--- config.mk ---
export PLATFORM = sky130hd
export DESIGN_NAME = swc_top
export DESIGN_NICKNAME = d
export VERILOG_FILES = /design/src/rtl/swc_pkg.sv /design/src/rtl/swc_top.sv /design/src/rtl/swc_decode.sv
export SDC_FILE = /design/constraint.sdc
export NUM_CORES = 1
export LEC_CHECK = 0
export BUFFER_PORTS_ARGS = -buffer_cell sky130_fd_sc_hd__buf_4
export CAP_MARGIN = 20
export CORE_ASPECT_RATIO = 0.9
export CORE_MARGIN = 4
export CORE_UTILIZATION = 25
export DETAILED_ROUTE_END_ITERATION = 7
export MAX_ROUTING_LAYER = met4
export PLACE_DENSITY = 0.52
export REMOVE_ABC_BUFFERS = 1
export SYNTH_ARGS = -nofsm -noshare
export SYNTH_HDL_FRONTEND = slang
export SYNTH_HIERARCHICAL = 1
export SYNTH_SLANG_ARGS = --single-unit
--- constraint.sdc ---
create_clock -name pclk -period 3 [get_ports pclk]
set_input_delay 0.45 -clock pclk [delete_from_list [all_inputs] [get_ports pclk]]
set_output_delay 0.45 -clock pclk [all_outputs]
set_load 0.01 [all_outputs]
--- src/rtl/swc_pkg.sv ---
/*
 * Shared constants and carrier types for the supervisor and watchdog
 * configuration block: register indices, field positions, reset values,
 * mode codes, power-up delay times and the decoded settings struct.
 * Assumes a 10 MHz register clock.
 */
package swc_pkg;

    // ----------------------------------------------------------------
    // register indices (byte address = index * 4)
    // ----------------------------------------------------------------
    localparam logic [15:0] IDX_SUP = 16'h8008;
    localparam logic [15:0] IDX_WDG = 16'h8009;
    localparam logic [15:0] IDX_CTRL = 16'h0000;
    localparam logic [15:0] IDX_RUN = 16'h0001;
    localparam logic [15:0] IDX_STAT = 16'h0002;

    // ----------------------------------------------------------------
    // field positions
    // ----------------------------------------------------------------
    localparam int SUP_BROWNOUT_LEVEL_SELECT = 9;
    localparam int SUP_BROWNOUT_MODE_FIELD_LO = 6;
    localparam int SUP_LPBOR = 5;
    localparam int SUP_POWERUP_DELAY_SELECT_LO = 1;
    localparam int SUP_RESET_PIN_ENABLE = 0;
    localparam int WDG_CCS_LO = 11;
    localparam int WDG_CWS_LO = 8;
    localparam int WDG_MODE_LO = 5;
    localparam int WDG_CPS_LO = 0;
    localparam int CTRL_SBOR = 0;
    localparam int CTRL_SWDT = 1;
    localparam int CTRL_LVP = 2;
    localparam int CTRL_RESAMPLE = 3;
    localparam int CTRL_CLK_LO = 4;
    localparam int RUN_PER_LO = 0;
    localparam int RUN_WIN_LO = 8;

    // ----------------------------------------------------------------
    // reset values
    // ----------------------------------------------------------------
    localparam logic [13:0] CFG_RESET = 14'h3fff;
    localparam logic [5:0] CTRL_RESET = 6'h04;

    // ----------------------------------------------------------------
    // mode and code values
    // ----------------------------------------------------------------
    localparam logic [1:0] MODE_ON = 2'h3;
    localparam logic [1:0] MODE_AWAKE = 2'h2;
    localparam logic [1:0] MODE_SW = 2'h1;
    localparam logic [1:0] MODE_OFF = 2'h0;
    localparam logic [2:0] CCS_SW = 3'h7;
    localparam logic [2:0] CCS_LAST = 3'h2;
    localparam logic [1:0] CLK_NONE = 2'h3;
    localparam logic [2:0] CWS_FULL = 3'h6;
    localparam logic [2:0] CWS_CLOSED_BASE = 3'h7;
    localparam logic [4:0] CPS_SW = 5'h1f;
    localparam logic [4:0] CPS_SW_LOAD = 5'h0b;
    localparam logic [4:0] CPS_MAX = 5'h12;
    localparam logic [4:0] LOG2_MIN = 5'h05;

    // ----------------------------------------------------------------
    // power-up delay times
    // ----------------------------------------------------------------
    localparam int unsigned CLK_HZ = 10000000;
    localparam int unsigned POWERUP_DELAY_TIMER_1_MS = 1;
    localparam int unsigned POWERUP_DELAY_TIMER_16_MS = 16;
    localparam int unsigned POWERUP_DELAY_TIMER_64_MS = 64;
    localparam int unsigned POWERUP_DELAY_TIMER_1MS_CYC = (POWERUP_DELAY_TIMER_1_MS * CLK_HZ + 999) / 1000;
    localparam int unsigned POWERUP_DELAY_TIMER_16MS_CYC = (POWERUP_DELAY_TIMER_16_MS * CLK_HZ + 999) / 1000;
    localparam int unsigned POWERUP_DELAY_TIMER_64MS_CYC = (POWERUP_DELAY_TIMER_64_MS * CLK_HZ + 999) / 1000;

    // ----------------------------------------------------------------
    // types
    // ----------------------------------------------------------------
    typedef enum logic [1:0] {ST_CAPTURE, ST_DELAY, ST_RUN} swc_state_e;
    // order follows the two-bit delay field, 00 first
    typedef enum logic [1:0] {DLY_1MS, DLY_16MS, DLY_64MS, DLY_NONE} swc_delay_e;

    typedef struct packed {
        logic bor_active;
        logic bor_low_trip;
        logic lp_bor_on;
        swc_delay_e delay_sel;
        logic pin_is_reset;
        logic wdog_running;
        logic [1:0] wdog_clk;
        logic [2:0] win_closed;
        logic win_sw_ok;
        logic keyed_access;
        logic [4:0] period_log2;
        logic period_sw_ok;
    } swc_cfg_s;

endpackage

--- src/rtl/swc_top.sv ---
/*
 * Supervisor and watchdog configuration block: APB register file for the
 * two configuration words, capture of the words at each device reset,
 * power-up delay, reset-pin handling and the decoded settings outputs.
 * Assumes a single 10 MHz clock, an APB master on it, an asynchronous
 * pin for the shared reset line and a sleep level from on-chip logic.
 */
`timescale 1ns/1ps
`default_nettype none

// How it works
// RL1: brown-out mode 11 keeps reset always active
// RL2: mode 10 arms brown-out only while awake
// RL3: mode 01 follows software bit, 00 off
// RL4: active brown-out takes threshold from level bit
// RL5: low-power brown-out bit is active low
// RL6: delay field 11 none, 10/01/00 64/16/1 ms
// RL7: low-voltage programming forces pin to reset function
// RL8: otherwise pin enable picks reset or port
// RL9: programmer keeps debugger bit at one
// RL10: source field picks watchdog clock or software
// RL11: window codes 111/110 fully open, software changeable
// RL12: lower codes fix closed part, keyed, locked
// RL13: watchdog mode 11 runs always, sleep too
// RL14: mode 10 runs awake, suspended in sleep
// RL15: mode 01 follows software bit, 00 off
// RL16: period field loads period at power-on
// RL17: period code 11111 loads 01011, software changeable
// RL18: level bit one picks lower trip point
// RL19: settings captured at reset, held until next
module swc_top #(
    parameter int unsigned DLY_1MS_CYC = swc_pkg::POWERUP_DELAY_TIMER_1MS_CYC,
    parameter int unsigned DLY_16MS_CYC = swc_pkg::POWERUP_DELAY_TIMER_16MS_CYC,
    parameter int unsigned DLY_64MS_CYC = swc_pkg::POWERUP_DELAY_TIMER_64MS_CYC
) (
    input wire logic pclk,
    input wire logic presetn,
    input wire logic psel,
    input wire logic penable,
    input wire logic pwrite,
    input wire logic [17:0] paddr,
    input wire logic [31:0] pwdata,
    output logic [31:0] prdata,
    output logic pready,
    output logic pslverr,
    input wire logic sleep_active,
    input wire logic external_reset_pin,
    output logic device_reset_hold,
    output logic port_e_bit_three_sel,
    output swc_pkg::swc_cfg_s cfg_out
);

    // ----------------------------------------------------------------
    // declarations
    // ----------------------------------------------------------------
    logic [13:0] sup_word;
    logic [13:0] wdg_word;
    logic [13:0] sup_cap;
    logic [13:0] wdg_cap;
    logic lvp_cap;
    logic [5:0] ctrl;
    logic [4:0] per_run;
    logic [2:0] win_run;
    logic pin_s1;
    logic pin_s2;
    logic [19:0] dly_cnt;
    logic [19:0] next_dly_cnt;
    swc_pkg::swc_state_e state;
    swc_pkg::swc_state_e next_state;
    swc_pkg::swc_cfg_s dec;
    swc_pkg::swc_cfg_s cfg_q;
    logic hold_q;

    // ----------------------------------------------------------------
    // apb decode
    // ----------------------------------------------------------------
    wire logic setup = psel & ~penable;
    wire logic access = psel & penable;
    wire logic wr = access & pwrite;
    wire logic aligned = (paddr[1:0] == 2'h0);
    wire logic [15:0] idx = paddr[17:2];
    wire logic hit_sup = aligned & (idx == swc_pkg::IDX_SUP);
    wire logic hit_wdg = aligned & (idx == swc_pkg::IDX_WDG);
    wire logic hit_ctrl = aligned & (idx == swc_pkg::IDX_CTRL);
    wire logic hit_run = aligned & (idx == swc_pkg::IDX_RUN);
    wire logic hit_stat = aligned & (idx == swc_pkg::IDX_STAT);
    wire logic mapped = hit_sup | hit_wdg | hit_ctrl | hit_run | hit_stat;

    // zero wait states, error only for unmapped addresses
    assign pready = 1'b1;
    assign pslverr = access & ~mapped;

    // read mux, sampled in the setup phase
    wire logic [31:0] rd_mux = hit_sup ? {18'h0, sup_word}
        : hit_wdg ? {18'h0, wdg_word}
        : hit_ctrl ? {26'h0, ctrl}
        : hit_run ? {21'h0, win_run, 3'h0, per_run}
        : hit_stat ? {10'h0, hold_q, pin_s2, cfg_q}
        : 32'h0;

    always_ff @(posedge pclk or negedge presetn) begin
        if (!presetn) begin
            prdata <= 32'h0;
        end else if (setup & ~pwrite) begin
            prdata <= rd_mux;
        end
    end

    // ----------------------------------------------------------------
    // configuration words and software control
    // ----------------------------------------------------------------
    // programmed words, act only after the next capture
    always_ff @(posedge pclk or negedge presetn) begin
        if (!presetn) begin
            sup_word <= swc_pkg::CFG_RESET;
            wdg_word <= swc_pkg::CFG_RESET;
        end else begin
            if (wr & hit_sup) sup_word <= pwdata[13:0];
            if (wr & hit_wdg) wdg_word <= pwdata[13:0];
        end
    end

    // resample bit is a strobe and reads as zero
    wire logic resample = wr & hit_ctrl & pwdata[swc_pkg::CTRL_RESAMPLE];
    wire logic [5:0] ctrl_wr = pwdata[5:0] & ~(6'h01 << swc_pkg::CTRL_RESAMPLE);

    always_ff @(posedge pclk or negedge presetn) begin
        if (!presetn) begin
            ctrl <= swc_pkg::CTRL_RESET;
        end else if (wr & hit_ctrl) begin
            ctrl <= ctrl_wr;
        end
    end

    // ----------------------------------------------------------------
    // reset pin synchroniser
    // ----------------------------------------------------------------
    always_ff @(posedge pclk or negedge presetn) begin
        if (!presetn) begin
            pin_s1 <= 1'b1;
            pin_s2 <= 1'b1;
        end else begin
            pin_s1 <= external_reset_pin;
            pin_s2 <= pin_s1;
        end
    end

    wire logic pin_reset = cfg_q.pin_is_reset & ~pin_s2; // see RL7 see RL8

    // ----------------------------------------------------------------
    // capture, power-up delay and run sequence
    // ----------------------------------------------------------------
    wire logic [1:0] powerup_delay_select = sup_word[swc_pkg::SUP_POWERUP_DELAY_SELECT_LO +: 2];
    wire logic [4:0] cps = wdg_word[swc_pkg::WDG_CPS_LO +: 5];
    wire logic [4:0] per_load = (cps == swc_pkg::CPS_SW) ? swc_pkg::CPS_SW_LOAD : cps; // see RL16 see RL17
    wire logic [19:0] dly_target = (powerup_delay_select == 2'h3) ? 20'h0 // see RL6
        : (powerup_delay_select == 2'h2) ? 20'(DLY_64MS_CYC)
        : (powerup_delay_select == 2'h1) ? 20'(DLY_16MS_CYC)
        : 20'(DLY_1MS_CYC);
    wire logic restart = pin_reset | resample;

    always_comb begin
        next_state = state;
        next_dly_cnt = dly_cnt;
        unique case (state)
            swc_pkg::ST_CAPTURE: begin
                next_state = swc_pkg::ST_DELAY;
                next_dly_cnt = dly_target;
            end
            swc_pkg::ST_DELAY: begin
                if (restart) begin
                    next_state = swc_pkg::ST_CAPTURE;
                end else if (dly_cnt == 20'h0) begin
                    next_state = swc_pkg::ST_RUN;
                end else begin
                    next_dly_cnt = dly_cnt - 20'h1;
                end
            end
            swc_pkg::ST_RUN: begin
                if (restart) next_state = swc_pkg::ST_CAPTURE; // see RL8
            end
        endcase
    end

    always_ff @(posedge pclk or negedge presetn) begin
        if (!presetn) begin
            state <= swc_pkg::ST_CAPTURE;
            dly_cnt <= 20'h0;
            hold_q <= 1'b1;
        end else begin
            state <= next_state;
            dly_cnt <= next_dly_cnt;
            hold_q <= (next_state != swc_pkg::ST_RUN);
        end
    end

    // snapshot of the words, held until the next capture
    always_ff @(posedge pclk or negedge presetn) begin
        if (!presetn) begin
            sup_cap <= swc_pkg::CFG_RESET;
            wdg_cap <= swc_pkg::CFG_RESET;
            lvp_cap <= 1'b1;
        end else if (state == swc_pkg::ST_CAPTURE) begin
            sup_cap <= sup_word; // see RL19
            wdg_cap <= wdg_word;
            lvp_cap <= ctrl[swc_pkg::CTRL_LVP];
        end
    end

    // ----------------------------------------------------------------
    // runtime period and window
    // ----------------------------------------------------------------
    wire logic run_wr = wr & hit_run & (state == swc_pkg::ST_RUN);

    always_ff @(posedge pclk or negedge presetn) begin
        if (!presetn) begin
            per_run <= swc_pkg::CPS_SW_LOAD;
            win_run <= swc_pkg::CWS_CLOSED_BASE;
        end else if (state == swc_pkg::ST_CAPTURE) begin
            per_run <= per_load; // see RL16 see RL17
            win_run <= wdg_word[swc_pkg::WDG_CWS_LO +: 3];
        end else if (run_wr) begin
            if (cfg_q.period_sw_ok) per_run <= pwdata[swc_pkg::RUN_PER_LO +: 5]; // see RL17
            if (cfg_q.win_sw_ok) win_run <= pwdata[swc_pkg::RUN_WIN_LO +: 3]; // see RL11 see RL12
        end
    end

    // ----------------------------------------------------------------
    // decode and registered outputs
    // ----------------------------------------------------------------
    swc_decode u_decode (
        .sup_word(sup_cap),
        .wdg_word(wdg_cap),
        .period(per_run),
        .window(win_run),
        .lvp_on(lvp_cap),
        .sleep_active(sleep_active),
        .sw_bor_on(ctrl[swc_pkg::CTRL_SBOR]),
        .sw_wdog_on(ctrl[swc_pkg::CTRL_SWDT]),
        .sw_clk_sel(ctrl[swc_pkg::CTRL_CLK_LO +: 2]),
        .cfg(dec)
    );

    always_ff @(posedge pclk or negedge presetn) begin
        if (!presetn) begin
            cfg_q <= '0;
        end else begin
            cfg_q <= dec;
        end
    end

    assign cfg_out = cfg_q;
    assign device_reset_hold = hold_q;
    assign port_e_bit_three_sel = ~cfg_q.pin_is_reset; // see RL8

    wire logic [1:0] bor_m = sup_cap[swc_pkg::SUP_BROWNOUT_MODE_FIELD_LO +: 2];
    wire logic [1:0] wdg_m = wdg_cap[swc_pkg::WDG_MODE_LO +: 2];
endmodule // swc_top

`default_nettype wire

--- src/rtl/swc_decode.sv ---
/*
 * Combinational decode of the captured configuration words and the
 * live software bits into the supervisor and watchdog settings.
 * Assumes its word inputs are held stable by the capture logic around it.
 */
`timescale 1ns/1ps
`default_nettype none

module swc_decode (
    input wire logic [13:0] sup_word,
    input wire logic [13:0] wdg_word,
    input wire logic [4:0] period,
    input wire logic [2:0] window,
    input wire logic lvp_on,
    input wire logic sleep_active,
    input wire logic sw_bor_on,
    input wire logic sw_wdog_on,
    input wire logic [1:0] sw_clk_sel,
    output swc_pkg::swc_cfg_s cfg
);

    // ----------------------------------------------------------------
    // field extraction
    // ----------------------------------------------------------------
    wire logic [1:0] bor_mode = sup_word[swc_pkg::SUP_BROWNOUT_MODE_FIELD_LO +: 2];
    wire logic [1:0] wdg_mode = wdg_word[swc_pkg::WDG_MODE_LO +: 2];
    wire logic [2:0] clk_src = wdg_word[swc_pkg::WDG_CCS_LO +: 3];
    wire logic [2:0] win_cfg = wdg_word[swc_pkg::WDG_CWS_LO +: 3];
    wire logic [4:0] per_cfg = wdg_word[swc_pkg::WDG_CPS_LO +: 5];

    // shared on/awake/software/off decode
    wire logic bor_on = (bor_mode == swc_pkg::MODE_ON)
        | ((bor_mode == swc_pkg::MODE_AWAKE) & ~sleep_active)
        | ((bor_mode == swc_pkg::MODE_SW) & sw_bor_on);
    wire logic wdg_on = (wdg_mode == swc_pkg::MODE_ON)
        | ((wdg_mode == swc_pkg::MODE_AWAKE) & ~sleep_active)
        | ((wdg_mode == swc_pkg::MODE_SW) & sw_wdog_on);

    // reserved source codes give no clock
    wire logic [1:0] clk_sel = (clk_src == swc_pkg::CCS_SW) ? sw_clk_sel
        : (clk_src <= swc_pkg::CCS_LAST) ? clk_src[1:0] : swc_pkg::CLK_NONE;

    wire logic win_full = (window >= swc_pkg::CWS_FULL);
    wire logic [2:0] closed = win_full ? 3'h0 : 3'(swc_pkg::CWS_CLOSED_BASE - window);
    wire logic [4:0] log2 = (period <= swc_pkg::CPS_MAX) ? 5'(period + swc_pkg::LOG2_MIN)
        : swc_pkg::LOG2_MIN;

    // ----------------------------------------------------------------
    // settings out
    // ----------------------------------------------------------------
    assign cfg.bor_active = bor_on; // see RL1 see RL2 see RL3
    assign cfg.bor_low_trip = sup_word[swc_pkg::SUP_BROWNOUT_LEVEL_SELECT]; // see RL4 see RL18
    assign cfg.lp_bor_on = ~sup_word[swc_pkg::SUP_LPBOR]; // see RL5
    assign cfg.delay_sel = swc_pkg::swc_delay_e'(sup_word[swc_pkg::SUP_POWERUP_DELAY_SELECT_LO +: 2]); // see RL6
    assign cfg.pin_is_reset = lvp_on | sup_word[swc_pkg::SUP_RESET_PIN_ENABLE]; // see RL7 see RL8
    assign cfg.wdog_running = wdg_on; // see RL13 see RL14 see RL15
    assign cfg.wdog_clk = clk_sel; // see RL10
    assign cfg.win_closed = closed; // see RL12
    assign cfg.win_sw_ok = (win_cfg >= swc_pkg::CWS_FULL); // see RL11
    assign cfg.keyed_access = (win_cfg < swc_pkg::CWS_FULL); // see RL12
    assign cfg.period_log2 = log2; // see RL16
    assign cfg.period_sw_ok = (per_cfg == swc_pkg::CPS_SW); // see RL17

endmodule // swc_decode

`default_nettype wire

==> results of run 1 <==
[final timing paths]
check	slack [ps]	to	startpoint
worst max-delay path	150	pslverr	paddr[1]
worst min-delay path	60	dly_cnt[1]	presetn
worst max register to register	280	dly_cnt[13]	dly_cnt[0]
worst min register to register	360	pin_s2	pin_s1
max in group asynchronous	2080	sup_word[9]	presetn
min in group pclk	140	pin_s1	external_reset_pin
[flip-flops by register name, indices dropped and copies added, names as in the netlist]
register	count
per_run	5
win_run	3
sup_cap	7
sup_word	14
cfg_out	20
device_reset_hold	1
prdata	22
lvp_cap	1
ctrl	5
wdg_word	14
pin_s2	1
wdg_cap	12
state	2
pin_s1	1
dly_cnt	20
[layout by cell type, fill, tap and decap left out, drive strengths merged, types with 4 or more instances in the layout]
| master | count |
|---|---|
| o21ai | 37 |
| nand4 | 4 |
| or4 | 8 |
| dfrtp | 70 |
| a2111oi | 5 |
| ha | 12 |
| or3 | 6 |
| o31ai | 4 |
| nor2 | 27 |
| a222oi | 6 |
| dfstp | 58 |
| mux2i | 11 |
| nor4 | 10 |
| or2 | 4 |
| clkinv | 5 |
| a221oi | 4 |
| nand3b | 4 |
| clkbuf | 22 |
| nor2b | 5 |
| o221ai | 11 |
| a21oi | 19 |
| conb | 11 |
| inv | 34 |
| and3 | 5 |
| nand3 | 18 |
| nand2 | 67 |
| nor3 | 21 |
| buf | 116 |
| mux2 | 47 |
| a31oi | 9 |
[critical path: stages]
cell and delay [ps]:
buf_4 100, nor4_1 540, nand3_1 200, buf_4 210, nor4_1 500, nor4_1 210, buf_4 200
[report_power, final]
| group | total, W | internal (W) | switching [W] |
|---|---|---|---|
| sequential | 0.00194 | 0.00184 | 0.000109 |
| combinational | 0.000934 | 0.000366 | 0.000567 |
| clock | 0.00215 | 0.00137 | 0.000780 |
[through the flow]
| stage | std cells | power (W) |
|---|---|---|
| after detailed placement | 1004 | 0.002909 |
| after global placement | 1004 | 0.002904 |
| after CTS | 1036 | 0.005071 |
| after floorplan | 552 | 0.002507 |
| final | 1036 | 0.005026 |
| after global routing | 1036 | 0.005264 |
[layout make-up]
type                       instances  share of cell area (%)
clock inverter                    10                   1.673
multi-input combinational        390                   33.42
sequential                       128                   40.94
timing repair buffer             116                   11.20
clock buffer                      22                   5.927
tap                              336                   5.254
inverter                          34                   1.595
[layer usage]
| layer | wire, microns | global-route usage, % |
|---|---|---|
| met5 | 0 | - |
| met4 | 245 | 4.301 |
| met3 | 774 | 2.754 |
| met2 | 8288 | 20.00 |
| met1 | 8608 | 18.54 |
[repair_timing]
item | 4_1_cts | 5_1_grt
resized for setup | 0 | 1
endpoints found under the setup margin | 0 | 1
hold buffers | 0 | 0
==> results.sh, run 1 <==
export IMPL_cts_sinks=128
export IMPL_start_util_pct=25.63
export IMPL_drv_cap=0
export IMPL_wl_microns=17920
export IMPL_cts_root_buf="clkbuf_16"
export IMPL_clockBufferDepth=2
export IMPL_p_per_area_nw_per_um2=628.1
export IMPL_utilization_pct=32.62
export IMPL_fin_nets=756
export IMPL_setup_violations=0
export IMPL_vias_per_cell=4.720
export IMPL_hold_ws_ps=60.93
export IMPL_finalHoldViolations=0
export IMPL_cts_buffers=17
export IMPL_antenna_cells=0
export IMPL_rsz0062_at_grt="no"
export IMPL_relSlewSlack_pct=53.27
export IMPL_clk_pin_slew_worst_paths_ps=60
export IMPL_maxSlewViolCount=0
export IMPL_io_buffers=83
export IMPL_io_pins=113
export IMPL_drive_gt1_share_pct=38.57
export IMPL_status="completed"
export IMPL_register_area_sq_um=3276
export IMPL_core_region_area_sq_um=24530
export IMPL_die_area_sq_um=27750
export IMPL_fin_crit_ps=2851
export IMPL_grt_pass1_wl_microns=28100
export IMPL_syn_avg_cell_area_sq_um=10.78
export IMPL_setup_ws_ps=149.2
export IMPL_antenna_found_initial=0
export IMPL_grt_total_usage_pct=13.47
export IMPL_critical_path_class="input port to primary output"
export IMPL_postCtsSetupBuffers=0
export IMPL_required_ps=2550
export IMPL_p_leak_nw=3.453
export IMPL_skew_ps=10.35
export IMPL_dpl_cell_area_sq_um=7387
export IMPL_r2r_cells=7
export IMPL_ir_drop_v=0.0003681
export IMPL_vias=4890
export IMPL_cts_max_level=4
export IMPL_grt_ovfl_total=0
export IMPL_drtIter0Drc=349
export IMPL_cts_tree="built"
export IMPL_pre_cts_ws_ps=215.2
export IMPL_drt_first_pass_iters=7
export IMPL_post_drt_wl_per_cell_microns=17.29
export IMPL_drcViolationCount=0
export IMPL_crit_path_start_kind="input port"
export IMPL_rows=54
export IMPL_multi_input_area_sq_um=2674
export IMPL_grt_pass1_vias=4864
export IMPL_tightest_slew_ps=691.9
export IMPL_critical_path_arrival_ps=2400
export IMPL_endpoint_kind="primary output"
export IMPL_hp_class="input port to asynchronous set/reset pin"
export IMPL_setup_tns_ps=0
export IMPL_gp_congestion=0.8476
export IMPL_period_share_pct=95.03
export IMPL_grt_max_degree=58
export IMPL_die_w_microns=175.1
export IMPL_worstPathMaxFanout=6
export IMPL_die_y_microns=158.4
export IMPL_synth_area_sq_um=6286
export IMPL_dp_hpwl_microns=12860
export IMPL_area_growth_pct=27.29
export IMPL_final_antenna_net_count=0
export IMPL_max_freq_mhz=350.8
export IMPL_synth_warnings=6
export IMPL_synthesis_instances=583
export IMPL_final_area_sq_um=8001
export IMPL_num_fill_cells=2511
export IMPL_clk_latency_ps=420
(Power assumes the default switching activity.)
==> inputs of run 2 (changes only) <==
Settings changed: BUFFER_PORTS_ARGS -buffer_cell sky130_fd_sc_hd__buf_4 to -buffer_cell sky130_fd_sc_hd__buf_2, CORE_MARGIN 4 to 3.
==> results.sh, run 2 (same netlist as run 1, synthesis figures left out) <==
export IMPL_utilization_pct=31.68
export IMPL_path_cells="buf_2 -> nor4_1 -> nand4_1 -> buf_4 -> nor2_1 -> nor4_1 -> buf_2"
export IMPL_rsz0062_at_grt="no"
export IMPL_layout_commonest_cell="buf_2"
export IMPL_clkPwrFrac_pct=43.4
export IMPL_clk_latency_ps=420
export IMPL_vias=4816
export IMPL_cts_buffers=17
export IMPL_fin_nets=750
export IMPL_critical_path_arrival_ps=2210
export IMPL_grt_total_usage_pct=13.40
export IMPL_slowest_stage="nor4_1"
export IMPL_p_int_w=0.003506
export IMPL_start_util_pct=25.70
export IMPL_die_area_sq_um=27090
export IMPL_drt_first_pass_iters=5
export IMPL_clockBufferDepth=2
export IMPL_maxSlewViolCount=0
export IMPL_largest_reg_flops=22
export IMPL_io_buffers=83
export IMPL_cp_startpoint="paddr[1]"
export IMPL_vias_per_cell=4.676
export IMPL_max_freq_mhz=376.1
export IMPL_ctsHoldBuffers=0
export IMPL_core_region_area_sq_um=24460
export IMPL_wl_microns=17340
export IMPL_critical_path_class="input port to primary output"
export IMPL_p_switching_w=0.001498
export IMPL_grt_pass1_wl_microns=27330
export IMPL_post_drt_wl_per_cell_microns=16.83
export IMPL_gp_congestion=0.8175
export IMPL_grt_max_degree=61
export IMPL_rows=54
export IMPL_grt_ovfl_total=0
export IMPL_r2r_cells=8
export IMPL_cts_max_level=4
export IMPL_p_leak_nw=3.384
export IMPL_skew_ps=10.54
export IMPL_endpoint_kind="primary output"
export IMPL_status="completed"
export IMPL_hold_ws_ps=14.43
export IMPL_cts_tree="built"
export IMPL_swShare_pct=29.94
export IMPL_fin_crit_ps=2659
export IMPL_required_ps=2550
export IMPL_layout_common_cells="buf_2 (82), dfrtp_1 (70), nand2_1 (67)"
export IMPL_period_share_pct=88.62
export IMPL_worstPathMaxFanout=7
export IMPL_area_growth_pct=23.27
export IMPL_crit_path_start_kind="input port"
export IMPL_dp_hpwl_microns=12350
export IMPL_relSlewSlack_pct=51.23
export IMPL_final_antenna_net_count=0
export IMPL_pwr_share_seq_pct=38.8
export IMPL_setup_violations=0
export IMPL_io_pins=113
export IMPL_die_y_microns=156.4
export IMPL_drive_gt1_share_pct=38.18
export IMPL_r2r_start="dly_cnt[0]"
export IMPL_p_per_area_nw_per_um2=645.8
export IMPL_slowest_delay_ps=500
export IMPL_grt_pass1_vias=4743
export IMPL_tightest_slew_ps=728.9
export IMPL_cts_root_buf="clkbuf_16"
export IMPL_critPathBufInv=3
export IMPL_dp_cells=998
export IMPL_antenna_cells=0
export IMPL_die_w_microns=173.1
export IMPL_clk_pin_slew_worst_paths_ps=60
export IMPL_drcViolationCount=0
export IMPL_cts_sinks=128
export IMPL_hp_class="input port to asynchronous set/reset pin"
export IMPL_cp_top_family="simple AND/OR/NAND/NOR gates"
export IMPL_finalHoldViolations=0
export IMPL_drtIter0Drc=288
export IMPL_postCtsSetupBuffers=0
export IMPL_combPwrFrac_pct=17.8
export IMPL_drv_cap=0
export IMPL_antenna_found_initial=0
export IMPL_instances_no_fill=1030
export IMPL_finalPower_w=0.005004
export IMPL_post_cts_resized=0
export IMPL_worst_path_stages=7
export IMPL_ir_drop_v=0.0003919
export IMPL_largest_register="prdata"
export IMPL_setup_tns_ps=0
==> run 2: changes by cell type in the layout (fill, tap and decap cells not counted), moves of 2 or more <==
| cell | change |
|---|---|
| clkinv_2 | -2 |
| inv_6 | +3 |
| buf_4 | -88 |
| clkbuf_8 | -2 |
| clkinvlp_4 | -2 |
| clkinv_4 | +4 |
| buf_2 | +82 |
| clkbuf_1 | -2 |
==> run 2: layer usage <==
| metal | GRT usage (%) | share of wire (%) | up-vias |
|---|---|---|---|
| met5 | - | 0 | - |
| met4 | 5.056 | 1.9 | 0 |
| met3 | 2.741 | 3.7 | 22 |
| met2 | 20.40 | 47 | 101 |
| met1 | 17.70 | 48 | 2390 |
| li1 | - | - | 2303 |
==> run 2: path summary, 6_finish.rpt <==
kind	to	slack, ps
setup / recovery	pslverr	340
hold / removal	dly_cnt[5]	10
setup reg to reg	dly_cnt[12]	470
hold reg to reg	pin_s2	350
max in group asynchronous	wdg_cap[2]	2200
min in group pclk	pin_s1	130
==> run 2: metrics by stage <==
step | area, sq um | setup slack (ps)
detailed placement | 7128 | 171.4
CTS | 7749 | 312.5
global route | 7749 | 49.85
finish | 7749 | 341.4
floorplan | 6071 | 391.0
global placement | 7128 | 174.4
==> run 2: cell type report <==
type / instances / area (sq um)
fill: 2589 / 16710
sequential: 128 / 3276
clock inverter: 14 / 181.4
clock buffer: 18 / 439.2
inverter: 34 / 127.6
multi-input combinational: 390 / 2668
tap: 336 / 420.4
timing repair buffer: 110 / 636.9
==> run 2: power groups by stage <==
stage | combinational, W | sequential (W) | clock, W
final | 0.000890 | 0.00194 | 0.00217
after global routing | 0.00100 | 0.00196 | 0.00230
after CTS | 0.000898 | 0.00194 | 0.00223
after detailed placement | 0.000896 | 0.00197 | 0
after global placement | 0.000886 | 0.00197 | 0
after floorplan | 0.000566 | 0.00194 | 0
==> inputs of run 3 (changes only) <==
Settings changed: REMOVE_ABC_BUFFERS 1 to default.
==> results.sh, run 3 (same netlist as run 1, synthesis figures left out) <==
export IMPL_status="completed"
export IMPL_grt_pass1_wl_microns=27970
export IMPL_grt_max_degree=64
export IMPL_ir_drop_v=0.0004069
export IMPL_cp_top_family="simple AND/OR/NAND/NOR gates"
export IMPL_largest_register="prdata"
export IMPL_max_freq_mhz=378.4
export IMPL_die_area_sq_um=27090
export IMPL_setup_violations=0
export IMPL_antenna_found_initial=1
export IMPL_vias_per_cell=4.711
export IMPL_cts_root_buf="clkbuf_16"
export IMPL_drt_first_pass_iters=6
export IMPL_grt_ovfl_total=0
export IMPL_io_pins=113
export IMPL_crit_path_start_kind="input port"
export IMPL_wl_microns=17320
export IMPL_setup_tns_ps=0
export IMPL_dp_hpwl_microns=12500
export IMPL_crit_top_cell="nor4_1"
export IMPL_layout_commonest_cell="buf_2"
export IMPL_endpoint_kind="primary output"
export IMPL_grt_pass1_vias=4857
export IMPL_vias=4871
export IMPL_critPathBufInv=4
export IMPL_cts_max_level=4
export IMPL_cts_buffers=17
export IMPL_fin_crit_ps=2642
export IMPL_start_util_pct=25.70
export IMPL_ctsHoldBuffers=0
export IMPL_drive_gt1_share_pct=38.45
export IMPL_clk_pin_slew_worst_paths_ps=60
export IMPL_drv_cap=0
export IMPL_io_buffers=83
export IMPL_fin_nets=753
export IMPL_final_area_sq_um=7780
export IMPL_drcViolationCount=0
export IMPL_die_y_microns=156.4
export IMPL_postCtsSetupBuffers=0
export IMPL_critical_path_arrival_ps=2190
export IMPL_clk_latency_ps=420
export IMPL_post_cts_resized=0
export IMPL_num_fill_cells=2535
export IMPL_largest_reg_flops=22
export IMPL_layout_common_cells="buf_2 (82), dfrtp_1 (70), nand2_1 (67)"
export IMPL_rows=54
export IMPL_dpl_cell_area_sq_um=7151
export IMPL_cts_sinks=128
export IMPL_maxSlewViolCount=0
export IMPL_final_antenna_net_count=0
export IMPL_area_growth_pct=23.77
export IMPL_finalPower_w=0.005064
export IMPL_hp_class="input port to asynchronous set/reset pin"
export IMPL_relSlewSlack_pct=45.92
export IMPL_core_region_area_sq_um=24460
export IMPL_skew_ps=8.106
export IMPL_die_w_microns=173.1
export IMPL_path_cells="buf_2 -> nor4_1 -> buf_4 -> nand3_1 -> buf_4 -> nor4_1 -> nor4_1 -> buf_2"
export IMPL_gp_congestion=0.8109
export IMPL_rsz0062_at_grt="no"
export IMPL_post_drt_wl_per_cell_microns=16.75
export IMPL_slowest_delay_ps=500
export IMPL_finalHoldViolations=0
export IMPL_critical_path_class="input port to primary output"
export IMPL_required_ps=2550
export IMPL_p_per_area_nw_per_um2=650.9
export IMPL_worstPathMaxFanout=6
export IMPL_p_leak_nw=3.392
export IMPL_hold_ws_ps=14.60
export IMPL_drtIter0Drc=473
export IMPL_tightest_slew_ps=808.2
export IMPL_period_share_pct=88.08
export IMPL_grt_total_usage_pct=13.58
export IMPL_cts_tree="built"
export IMPL_slowest_stage="nor4_1"
export IMPL_clockBufferDepth=2
## run 3: changes by cell type in the layout (fill, tap and decap cells not counted), sizes merged
cell / before / now
diode: 0 / 1
inv: 38 / 35
clkinv: 7 / 5
buf: 110 / 113
bufinv: 3 / 4
clkinvlp: 0 / 4
## run 3: worst paths after layout
kind                                          from      endpoint  slack [ps]  cells past startpoint
worst max-delay path                     paddr[13]       pslverr         360                      8
worst min-delay path                       presetn    dly_cnt[3]          10                      1
worst max register to register          dly_cnt[0]    dly_cnt[6]         420                      7
worst min register to register              pin_s1        pin_s2         360                      0
max in group asynchronous                  presetn  wdg_word[11]        2180                      2
min in group pclk               external_reset_pin        pin_s1         130                      1
## run 3: cell type report
type / count / area, sq um / share of cell area, %
flip-flops and latches: 128 / 3276 / 42.10
multi-input cells: 390 / 2668 / 34.29
repair buffers: 113 / 659.4 / 8.475
clock buffers: 18 / 439.2 / 5.645
well taps: 336 / 420.4 / 5.404
clock inverters: 14 / 187.7 / 2.412
inverters: 34 / 127.6 / 1.640
diodes: 1 / 2.502 / 0.03216
## run 3: report_power, final
part,switching (W),total (W),internal (W)
Sequential,0.000110,0.00194,0.00184
Clock,0.000799,0.00221,0.00141
Combinational,0.000576,0.000912,0.000337
## run 3: routing by layer
layer / share of wire [%] / track usage (%)
met1: 48 / 18.11
met2: 45 / 20.28
met3: 4.7 / 3.688
met4: 1.6 / 3.975
met5: 0 / -
## run 3: stage by stage
step                std cells  utilization [%]  setup WS, ps
floorplan                 592                -         420.7
global placement         1001            29.24         159.4
detailed placement       1001            29.24         147.9
CTS                      1033            31.80         350.0
global route             1034            31.81         182.9
finish                   1034            31.81         357.6
## run 3: worst register-to-register path, stage by stage (launching register included)
cell     delay (ps)
dfrtp_1         400
inv_1           100
ha_1            160
or4b_2          700
nor3_2          360
a21o_1          280
nor2_1          220
a31o_2          260
